==> config.mk <==
export PLATFORM = sky130hd
export DESIGN_NAME = smd_top
export DESIGN_NICKNAME = d
export VERILOG_FILES = /design/src/hw/smd_pkg.sv /design/src/hw/smd_top.sv /design/src/hw/smd_rom.sv
export SDC_FILE = /design/constraint.sdc
export NUM_CORES = 1
export LEC_CHECK = 0
export BUFFER_PORTS_ARGS = -buffer_cell sky130_fd_sc_hd__buf_2
export CORE_MARGIN = 3
export CORE_UTILIZATION = 50
export DETAILED_ROUTE_END_ITERATION = 6
export PLACE_DENSITY_LB_ADDON = 0.25
export SLEW_MARGIN = 0
export SYNTH_ARGS = -nofsm -noshare
export SYNTH_HDL_FRONTEND = slang
export SYNTH_HIERARCHICAL = 1
export SYNTH_SLANG_ARGS = --single-unit
==> constraint.sdc <==
create_clock -name pclk -period 2.9 [get_ports pclk]
set_input_delay 0.29 -clock pclk [delete_from_list [all_inputs] [get_ports pclk]]
set_output_delay 0.29 -clock pclk [all_outputs]
set_load 0.01 [all_outputs]
==> src/hw/smd_pkg.sv <==
// Purpose: shared constants, carriers and table builders for the sector map discovery block
// Assumes: 32-bit APB data, one aligned word per register
// Notes:   table words are built from their fields so the encoding stays readable

package smd_pkg;

  // ----------------------------------------------------------------
  // register map
  // ----------------------------------------------------------------
  localparam logic [11:0] OFF_NVCFG1   = 12'h000;
  localparam logic [11:0] OFF_NVCFG3   = 12'h004;
  localparam logic [11:0] OFF_STATUS   = 12'h008;
  localparam logic [11:0] OFF_TBL_BASE = 12'h100;
  localparam logic [11:0] TBL_BYTES    = 12'h02c;
  localparam logic [3:0]  TBL_WORD_MAX = 4'ha;

  localparam logic [7:0]  NVCFG1_RST   = 8'h00;
  localparam logic [7:0]  NVCFG3_RST   = 8'h02;

  // status bit positions
  localparam int unsigned ST_IDX_LSB   = 0;
  localparam int unsigned ST_VALID     = 3;
  localparam int unsigned ST_HYBRID    = 4;
  localparam int unsigned ST_PTOP      = 5;
  localparam int unsigned ST_U256      = 6;
  localparam int unsigned ST_UNSUP     = 7;

  localparam logic [2:0]  FETCH_LAST   = 3'h4;

  // ----------------------------------------------------------------
  // discovery encodings
  // ----------------------------------------------------------------
  localparam logic [7:0]  OP_READ_ANY  = 8'h65;
  localparam logic [1:0]  ADDR_LEN_VAR = 2'h3;
  localparam logic [1:0]  RFU2         = 2'h3;
  localparam logic [3:0]  LAT_VAR      = 4'hf;
  localparam logic [5:0]  RFU6         = 6'h3f;
  localparam logic [3:0]  RFU4         = 4'hf;
  localparam logic [7:0]  RFU8         = 8'hff;
  localparam logic [7:0]  MASK_ARCH    = 8'h08;
  localparam logic [7:0]  MASK_PLOC    = 8'h04;
  localparam logic [7:0]  MASK_USIZE   = 8'h02;
  localparam logic [31:0] ADDR_NVCFG3  = 32'h0000_0004;
  localparam logic [31:0] ADDR_NVCFG1  = 32'h0000_0002;
  localparam logic [2:0]  IDX_BOT      = 3'h1;
  localparam logic [2:0]  IDX_TOP      = 3'h3;
  localparam logic [2:0]  IDX_UNI      = 3'h5;
  localparam logic [7:0]  REGION_CM1   = 8'h02;
  localparam logic [23:0] SIZE_SMALL   = 24'h00007f;
  localparam logic [23:0] SIZE_MID     = 24'h00037f;
  localparam logic [23:0] SIZE_REST    = 24'h03fbff;
  localparam logic [3:0]  ERASE_T1     = 4'h1;
  localparam logic [3:0]  ERASE_T3     = 4'h4;

  // ----------------------------------------------------------------
  // carriers
  // ----------------------------------------------------------------
  typedef struct packed {
    logic arch;
    logic ploc;
    logic usize;
  } smd_sel_t;

  typedef struct packed {
    logic [2:0] index;
    logic       valid;
    logic       hybrid;
    logic       ptop;
    logic       u256;
  } smd_map_t;

  typedef enum logic [2:0] {K_CFG1, K_CFG3, K_STAT, K_TBL, K_NONE} smd_kind_t;

  // ----------------------------------------------------------------
  // functions
  // ----------------------------------------------------------------
  function automatic smd_kind_t smd_decode(input logic [11:0] a);
    if (a == OFF_NVCFG1) return K_CFG1;
    if (a == OFF_NVCFG3) return K_CFG3;
    if (a == OFF_STATUS) return K_STAT;
    if (a >= OFF_TBL_BASE && a < OFF_TBL_BASE + TBL_BYTES && a[1:0] == 2'h0) return K_TBL;
    return K_NONE;
  endfunction : smd_decode

  function automatic logic [2:0] smd_index(input smd_sel_t s);
    return {s.arch, s.ploc, s.usize};
  endfunction : smd_index

  function automatic logic [63:0] smd_detect(input logic [7:0] mask, input logic [31:0] addr,
                                             input logic last);
    return {addr, mask, ADDR_LEN_VAR, RFU2, LAT_VAR, OP_READ_ANY, RFU6, 1'b0, last};  // RULE_07 RULE_11
  endfunction : smd_detect

  function automatic logic [31:0] smd_header(input logic [7:0] id);
    return {RFU8, REGION_CM1, id, RFU6, 1'b1, 1'b0};  // RULE_12 RULE_15
  endfunction : smd_header

  function automatic logic [31:0] smd_region(input logic [23:0] size, input logic [3:0] erase);
    return {size, RFU4, erase};  // RULE_13
  endfunction : smd_region

  function automatic logic [31:0] smd_table_word(input logic [3:0] idx);
    logic [63:0] d_arch;
    logic [63:0] d_ploc;
    logic [63:0] d_usize;
    d_arch  = smd_detect(MASK_ARCH, ADDR_NVCFG3, 1'b0);
    d_ploc  = smd_detect(MASK_PLOC, ADDR_NVCFG1, 1'b0);
    d_usize = smd_detect(MASK_USIZE, ADDR_NVCFG3, 1'b1);
    case (idx)
      4'h0:    return d_arch[31:0];
      4'h1:    return d_arch[63:32];
      4'h2:    return d_ploc[31:0];
      4'h3:    return d_ploc[63:32];
      4'h4:    return d_usize[31:0];
      4'h5:    return d_usize[63:32];
      4'h6:    return smd_header({5'h00, IDX_BOT});
      4'h7:    return smd_region(SIZE_SMALL, ERASE_T1);  // RULE_14
      4'h8:    return smd_region(SIZE_MID, ERASE_T3);    // RULE_16
      4'h9:    return smd_region(SIZE_REST, ERASE_T3);   // RULE_16
      4'ha:    return smd_header({5'h00, IDX_TOP});
      default: return 32'h0000_0000;
    endcase
  endfunction : smd_table_word

endpackage : smd_pkg

==> src/hw/smd_top.sv <==
// Purpose: sector map discovery table and map selection, reached over APB
// Assumes: single 40 MHz clock pclk, asynchronous active-low presetn
// Notes:   table words are fetched byte by byte and assembled before pready
//
// Notes on behaviour
// [RULE_01] map index is architecture bit, parameter location bit, uniform size bit, msb first
// [RULE_02] architecture bit 0 selects hybrid map, 1 selects uniform map
// [RULE_03] parameter location bit 0 puts small sectors at bottom, 1 at top
// [RULE_04] uniform size bit 1 means 256-kB sectors, 0 means 64-kB sectors
// [RULE_05] only index values 1, 3 and 5 are defined maps
// [RULE_06] host must not configure any other index combination
// [RULE_07] detection steps use read-any-register 65h, variable address length and latency
// [RULE_08] step one reads config three at 04h with mask 08h, bit 3
// [RULE_09] step two reads config one at 02h with mask 04h, bit 2
// [RULE_10] step three reads config three at 04h with mask 02h, bit 1
// [RULE_11] detection descriptors have type bit 0; only the third has end flag set
// [RULE_12] map header holds region count minus one, config id, descriptor bit 1
// [RULE_13] region size is count of 256-byte units minus one in bits 31:8
// [RULE_14] small-sector region supports only erase type 1
// [RULE_15] reserved bits 7:2 of descriptors and headers read all ones
// [RULE_16] larger-sector regions support only erase type 3
// [RULE_17] words are assembled from four bytes, lowest offset least significant
//
// The implementer's own choices: register access over APB and the register addresses.

`timescale 1ns/10ps
`default_nettype none

module smd_top
  import smd_pkg::*;
(
  input  wire logic        pclk,
  input  wire logic        presetn,
  input  wire logic        psel,
  input  wire logic        penable,
  input  wire logic        pwrite,
  input  wire logic [11:0] paddr,
  input  wire logic [31:0] pwdata,
  input  wire logic [3:0]  pstrb,
  output logic             pready,
  output logic      [31:0] prdata,
  output logic             pslverr,
  output logic      [2:0]  map_index,
  output logic             map_valid,
  output logic             map_hybrid,
  output logic             param_top,
  output logic             uniform_256k
);

  typedef enum logic [1:0] {ST_IDLE, ST_FETCH, ST_DONE} smd_state_t;

  smd_state_t  state_q;
  smd_state_t  next_state;
  logic [2:0]  cnt_q;
  logic [2:0]  next_cnt;
  logic [3:0]  widx_q;
  logic [3:0]  next_widx;
  logic [31:0] prdata_q;
  logic [31:0] next_prdata;
  logic        err_q;
  logic        next_err;
  logic [7:0]  nvcfg1_q;
  logic [7:0]  next_nvcfg1;
  logic [7:0]  nvcfg3_q;
  logic [7:0]  next_nvcfg3;
  logic        unsup_q;
  logic        next_unsup;
  smd_map_t    map_q;
  smd_map_t    next_map;
  smd_sel_t    sel;
  smd_kind_t   kind;
  logic        setup;
  logic        wr_take;
  logic [1:0]  lane;
  logic [5:0]  rom_addr;
  logic [7:0]  rom_byte;
  logic [31:0] status_word;
  logic [11:0] tbl_off;

  assign setup   = psel && !penable;
  assign kind    = smd_decode(paddr);
  assign tbl_off = paddr - OFF_TBL_BASE;
  assign lane    = 2'(cnt_q - 3'h1);
  assign rom_addr = {widx_q, cnt_q[1:0]};

  smd_rom u_rom (
    .pclk      (pclk),
    .presetn   (presetn),
    .byte_addr (rom_addr),
    .byte_data (rom_byte)
  );

  // ----------------------------------------------------------------
  // apb handshake
  // ----------------------------------------------------------------
  // table reads wait for four bytes; registers answer in the first access cycle
  assign pready  = (state_q == ST_DONE) || (state_q == ST_IDLE && psel && penable);
  assign pslverr = pready && err_q;
  assign prdata  = prdata_q;
  assign wr_take = state_q == ST_IDLE && psel && penable && pwrite && pstrb[0];

  always_comb begin
    status_word            = 32'h0000_0000;
    status_word[ST_IDX_LSB +: 3] = map_q.index;
    status_word[ST_VALID]  = map_q.valid;
    status_word[ST_HYBRID] = map_q.hybrid;
    status_word[ST_PTOP]   = map_q.ptop;
    status_word[ST_U256]   = map_q.u256;
    status_word[ST_UNSUP]  = unsup_q;
  end

  always_comb begin
    next_state  = state_q;
    next_cnt    = cnt_q;
    next_widx   = widx_q;
    next_prdata = prdata_q;
    next_err    = err_q;
    unique case (state_q)
      ST_IDLE: begin
        if (setup) begin
          next_err    = (kind == K_NONE) || (pwrite && kind == K_TBL);
          next_prdata = 32'h0000_0000;
          if (!pwrite) begin
            unique case (kind)
              K_CFG1: next_prdata = {24'h000000, nvcfg1_q};
              K_CFG3: next_prdata = {24'h000000, nvcfg3_q};
              K_STAT: next_prdata = status_word;
              K_TBL: begin
                next_state = ST_FETCH;
                next_cnt   = 3'h0;
                next_widx  = tbl_off[5:2];
              end
              K_NONE: next_prdata = 32'h0000_0000;
            endcase
          end
        end
      end
      ST_FETCH: begin
        next_cnt = cnt_q + 3'h1;
        if (cnt_q != 3'h0) begin
          next_prdata[{lane, 3'h0} +: 8] = rom_byte;  // RULE_17
        end
        if (cnt_q == FETCH_LAST) begin
          next_state = ST_DONE;
        end
      end
      ST_DONE: begin
        if (psel && penable) begin
          next_state = ST_IDLE;
        end
      end
    endcase
  end

  always_ff @(posedge pclk or negedge presetn) begin
    if (!presetn) begin
      state_q  <= ST_IDLE;
      cnt_q    <= 3'h0;
      widx_q   <= 4'h0;
      prdata_q <= 32'h0000_0000;
      err_q    <= 1'b0;
    end else begin
      state_q  <= next_state;
      cnt_q    <= next_cnt;
      widx_q   <= next_widx;
      prdata_q <= next_prdata;
      err_q    <= next_err;
    end
  end

  // ----------------------------------------------------------------
  // configuration and map selection
  // ----------------------------------------------------------------
  // unsupported combinations are accepted but flagged; a set beats a clear
  always_comb begin
    next_nvcfg1 = nvcfg1_q;
    next_nvcfg3 = nvcfg3_q;
    next_unsup  = unsup_q;
    if (wr_take && kind == K_CFG1) begin
      next_nvcfg1 = pwdata[7:0];
    end
    if (wr_take && kind == K_CFG3) begin
      next_nvcfg3 = pwdata[7:0];
    end
    if (wr_take && kind == K_STAT && pwdata[ST_UNSUP]) begin
      next_unsup = 1'b0;
    end
    if (!map_q.valid) begin
      next_unsup = 1'b1;  // RULE_06
    end
    sel.arch  = |(nvcfg3_q & MASK_ARCH);   // RULE_08
    sel.ploc  = |(nvcfg1_q & MASK_PLOC);   // RULE_09
    sel.usize = |(nvcfg3_q & MASK_USIZE);  // RULE_10
    next_map.index  = smd_index(sel);      // RULE_01
    next_map.valid  = next_map.index == IDX_BOT || next_map.index == IDX_TOP ||
                      next_map.index == IDX_UNI;  // RULE_05
    next_map.hybrid = !sel.arch;           // RULE_02
    next_map.ptop   = sel.ploc;            // RULE_03
    next_map.u256   = sel.usize;           // RULE_04
  end

  always_ff @(posedge pclk or negedge presetn) begin
    if (!presetn) begin
      nvcfg1_q <= NVCFG1_RST;
      nvcfg3_q <= NVCFG3_RST;
      unsup_q  <= 1'b0;
      // map of the reset config, so release does not look like an undefined index
      map_q    <= '{index: IDX_BOT, valid: 1'b1, hybrid: 1'b1, ptop: 1'b0, u256: 1'b1};
    end else begin
      nvcfg1_q <= next_nvcfg1;
      nvcfg3_q <= next_nvcfg3;
      unsup_q  <= next_unsup;
      map_q    <= next_map;
    end
  end

  assign map_index    = map_q.index;
  assign map_valid    = map_q.valid;
  assign map_hybrid   = map_q.hybrid;
  assign param_top    = map_q.ptop;
  assign uniform_256k = map_q.u256;

  // ----------------------------------------------------------------
  // assertions
  // ----------------------------------------------------------------
  logic tbl_done;
  assign tbl_done = state_q == ST_DONE && psel && penable;

  AST_INDEX_ORDER: assert property (@(posedge pclk) disable iff (!presetn)  // RULE_01
    ##1 map_index == {$past(nvcfg3_q[3]), $past(nvcfg1_q[2]), $past(nvcfg3_q[1])})
    else $error("map index not built from config bits in order");

  AST_HYBRID: assert property (@(posedge pclk) disable iff (!presetn)  // RULE_02
    map_hybrid != map_index[2]) else $error("hybrid flag disagrees with index");

  AST_PTOP: assert property (@(posedge pclk) disable iff (!presetn)  // RULE_03
    param_top == map_index[1]) else $error("parameter location disagrees with index");

  AST_U256: assert property (@(posedge pclk) disable iff (!presetn)  // RULE_04
    uniform_256k == map_index[0]) else $error("sector size disagrees with index");

  AST_VALID: assert property (@(posedge pclk) disable iff (!presetn)  // RULE_05
    map_valid == (map_index == 3'h1 || map_index == 3'h3 || map_index == 3'h5))
    else $error("valid flag wrong for index");

  AST_UNSUP: assert property (@(posedge pclk) disable iff (!presetn)  // RULE_06
    !map_valid |=> unsup_q) else $error("unsupported index not flagged");

  AST_OPCODE: assert property (@(posedge pclk) disable iff (!presetn)  // RULE_07
    tbl_done && (widx_q == 4'h0 || widx_q == 4'h2 || widx_q == 4'h4)
      |-> prdata[15:8] == 8'h65 && prdata[23:16] == 8'hff)
    else $error("detection command field wrong");

  AST_STEP1: assert property (@(posedge pclk) disable iff (!presetn)  // RULE_08
    tbl_done && widx_q == 4'h0 |-> prdata[31:24] == 8'h08) else $error("step one mask wrong");

  AST_STEP2: assert property (@(posedge pclk) disable iff (!presetn)  // RULE_09
    tbl_done && widx_q == 4'h3 |-> prdata == 32'h0000_0002) else $error("step two address wrong");

  AST_STEP3: assert property (@(posedge pclk) disable iff (!presetn)  // RULE_10
    tbl_done && widx_q == 4'h4 |-> prdata[31:24] == 8'h02) else $error("step three mask wrong");

  AST_END_FLAG: assert property (@(posedge pclk) disable iff (!presetn)  // RULE_11
    tbl_done && (widx_q == 4'h0 || widx_q == 4'h2 || widx_q == 4'h4)
      |-> prdata[1:0] == {1'b0, widx_q == 4'h4}) else $error("descriptor end flag wrong");

  AST_HEADER: assert property (@(posedge pclk) disable iff (!presetn)  // RULE_12
    tbl_done && (widx_q == 4'h6 || widx_q == 4'ha)
      |-> prdata[23:16] == 8'h02 && prdata[1:0] == 2'h2) else $error("map header wrong");

  AST_SIZE: assert property (@(posedge pclk) disable iff (!presetn)  // RULE_13
    tbl_done && widx_q == 4'h7 |-> prdata[31:8] == 24'h00007f) else $error("region size wrong");

  AST_ERASE1: assert property (@(posedge pclk) disable iff (!presetn)  // RULE_14
    tbl_done && widx_q == 4'h7 |-> prdata[3:0] == 4'h1) else $error("small region erase types wrong");

  AST_RSVD: assert property (@(posedge pclk) disable iff (!presetn)  // RULE_15
    tbl_done && (widx_q < 4'h7 && !widx_q[0] || widx_q == 4'ha)
      |-> prdata[7:2] == 6'h3f) else $error("reserved bits not all ones");

  AST_ERASE3: assert property (@(posedge pclk) disable iff (!presetn)  // RULE_16
    tbl_done && (widx_q == 4'h8 || widx_q == 4'h9) |-> prdata[3:0] == 4'h4)
    else $error("large region erase types wrong");

  AST_FETCH_TIME: assert property (@(posedge pclk) disable iff (!presetn)  // RULE_17
    state_q == ST_IDLE && setup && !pwrite && kind == K_TBL
      |=> !pready [*5] ##1 pready) else $error("table read latency wrong");

endmodule : smd_top

`default_nettype wire

==> src/hw/smd_rom.sv <==
// Purpose: byte-wide discovery table store
// Assumes: byte address is word index and lane, lane 0 least significant
// Notes:   one cycle from address to byte

`timescale 1ns/10ps
`default_nettype none

module smd_rom
  import smd_pkg::*;
(
  input  wire logic       pclk,
  input  wire logic       presetn,
  input  wire logic [5:0] byte_addr,
  output logic      [7:0] byte_data
);

  logic [31:0] word;
  logic [7:0]  next_byte_data;

  // ----------------------------------------------------------------
  // lookup
  // ----------------------------------------------------------------
  always_comb begin
    word           = smd_table_word(byte_addr[5:2]);
    next_byte_data = word[{byte_addr[1:0], 3'h0} +: 8];  // RULE_17
  end

  always_ff @(posedge pclk or negedge presetn) begin
    if (!presetn) begin
      byte_data <= 8'h00;
    end else begin
      byte_data <= next_byte_data;
    end
  end

endmodule : smd_rom

`default_nettype wire

==> metrics.yaml <==
port_buffers: 66
worst_hold_path_type: "input port to flop"
cts.htree.levels: 3
insertion_delay_ns: 0.34
p_per_area_nw_per_um2: 808
worst_slew_pin_slew_ns: 0.666
drv_cap: 0
ys_seq_area_share_pct: 47.0
power.total_mw: 3.57
rsz0062_at_grt: "false"
yosysTopAreaCell: "dfrtp_1"
syn-instance-count: 383
die_h_um: 93.1
die_area_um2: 8660
yosys.cell_count.top_type: "dfrtp_1"
switchingPower_mw: 1.44
synth-seq-cells: 71
synth_commonest_cells: "dfrtp_1, nand2_1, o21ai_0, mux2_2, nor2_1"
ir_drop_mv: 0.380
switching_share_pct: 40.4
tns_ns: 0
synth_warnings: 6
rr_worst_depth: 6
overflow: 0
fin_nets: 517
clkPwrFrac_pct: 21.6
start_util_pct: 52.0
avgSynthCellArea_um2: 9.90
fin_util_pct: 60.7
combPwrFrac_pct: 41.2
pin_count: 94
sequentialPowerShare_pct: 37.2
cts_buffers: 9
row_count: 31
cts_root_buf: "clkbuf_8"
die_w_um: 93.1
final_area_um2: 4420
grt_usage_pct: 19.3
synthArstFlopShare_pct: 100
synth_ff_type: "dfrtp_1"
grt_max_degree: 27
worst-endpoint-arrival_ns: 2.58
syn-num-nets: 450
clk_pin_slew_worst_paths_ns: 0.08
slew_violations: 0
drc: 0
ant_nets: 0
maxSlewHeadroom_pct: 55.3
core_um2: 7290
crit_type: "flop to flop"
p_int_mw: 2.13
first_global_vias: 2710
nFillCells: 655
status: "complete, no violations"
antenna_found_initial: 0
fin_crit_sh_pct: 81.2
synth_edf_count: 0
grt_pass1_wl_um: 13400
cts_tree: "built"
post-place-ws_ns: 0.496
fmax_ghz: 0.425
clkSinkCount: 71
cts_buffer_depth: 2
synth_top_area_share_pct: 44.2
start_kind: "flop"
dr.pass1.iters: 4
fin_ws_ns: 0.547
dpl_cell_area_um2: 4220
routed_wirelength_um: 8140
insertedDiodeCount: 0
layout_min_cycle_time_ns: 2.35
cp-end-kind: "flop"
gp_congestion: 0.850
syn_area_um2: 3790
via_count: 3031
syn_to_final_growth_pct: 16.7
synth.distinct_cells: 56
finalHoldViolCount: 0
drive_gt1_share_pct: 31.4
viasPerCell: 5.47
multi_input_area_um2: 1860
seq_area_um2: 1780
finalSetupViolations: 0
crit_required_ns: 3.12
fin_skew_ns: 0.0142
dr.first_iter.drc_count: 132
leakage_nw: 2.13
wl_per_cell_um: 14.7
cp_max_fo: 8
yosys-top-cells-area: "dfrtp_1, mux2_2, nand2_1"
min_path_cells: 2
dp_hpwl_um: 5990
## what timing repair did
action	4_1_cts	5_1_grt
setup endpoints to repair	0	0
hold buffers	1	0
gates resized for setup	0	0
buffers inserted	0	0
hold endpoints to repair	23	0
## kinds of logic after synthesis
kind of cell,synth area share (%)
compound gates,14.6
mux,11.0
flops,47.0
fa+ha+maj,4.62
simple gates,18.7
xor+xnor,0.231
buf+inv,3.96
## power groups by stage
stage	clock, mW	combinational (mW)	sequential (mW)
after floorplan	0	1.01	1.35
after global placement	0	1.45	1.35
after detailed placement	0	1.46	1.35
after CTS	0.793	1.47	1.33
after global routing	0.835	1.66	1.35
final	0.773	1.47	1.33
## per-layer routing
layer | global-route usage, % | vias up | part of all wire [%]
met3 | 3.94 | 8 | 4.9
met5 | 0 | - | 0
met4 | 4.76 | 0 | 1.1
met1 | 28.5 | 1453 | 48
li1 | - | 1484 | -
met2 | 29.2 | 86 | 46
## worst max-delay path, stage by stage (launching register included)
cell,delay (ns)
dfrtp_1,0.39
inv_1,0.10
ha_1,0.31
and3_1,0.25
nand3_1,0.15
nor4_4,0.64
mux2_2,0.40
## path summary, 6_finish.rpt
check                               end  slack, ns   startpoint
max in group asynchronous     map_valid       1.63      presetn
hold / removal              nvcfg3_q[6]       0.19    pwdata[6]
min in group asynchronous    prdata[29]       0.48      presetn
hold reg to reg            map_index[0]       0.38  nvcfg3_q[1]
setup / recovery            nvcfg1_q[2]       0.55   state_q[0]
setup reg to reg            nvcfg1_q[2]       0.55   state_q[0]
## flip-flops by register name, indices dropped and copies added, names as in the netlist
name / cells
state_q: 2
unsup_q: 1
prdata: 32
map_hybrid: 1
nvcfg1_q: 8
map_valid: 1
cnt_q: 3
nvcfg3_q: 8
map_index: 3
err_q: 1
u_rom/byte_data: 7
widx_q: 4
## stage by stage
step / hold slack [ns] / instances
after floorplan: -0.00559 / 383
after global placement: 0.326 / 537
after detailed placement: 0.326 / 537
after CTS: 0.174 / 554
after global routing: 0.169 / 554
final: 0.186 / 554
## cell type report
type                    count  share of cell area, %
clock buffers               9                   2.80
inverters                  13                   1.10
well taps                  99                   2.80
flip-flops and latches     71                   40.3
repair buffers             77                   9.39
clock inverters             7                   1.64
multi-input cells         278                   42.0
## placed cells by master, fill, tap and decap left out, types with 5 or more instances in the layout
| cell type | n |
|---|---|
| mux2_2 | 30 |
| o21ai_0 | 31 |
| a21oi_1 | 15 |
| nand2_1 | 65 |
| buf_2 | 66 |
| dfrtp_1 | 67 |
| ha_1 | 14 |
| nor2_1 | 22 |
| inv_1 | 13 |
| nand3_1 | 14 |
| nor3_1 | 6 |
| a22oi_1 | 7 |
| buf_4 | 10 |
| nand2b_1 | 5 |
| a31oi_1 | 5 |
| clkbuf_8 | 9 |
Note: power is estimated with default switching activity, not from simulation.
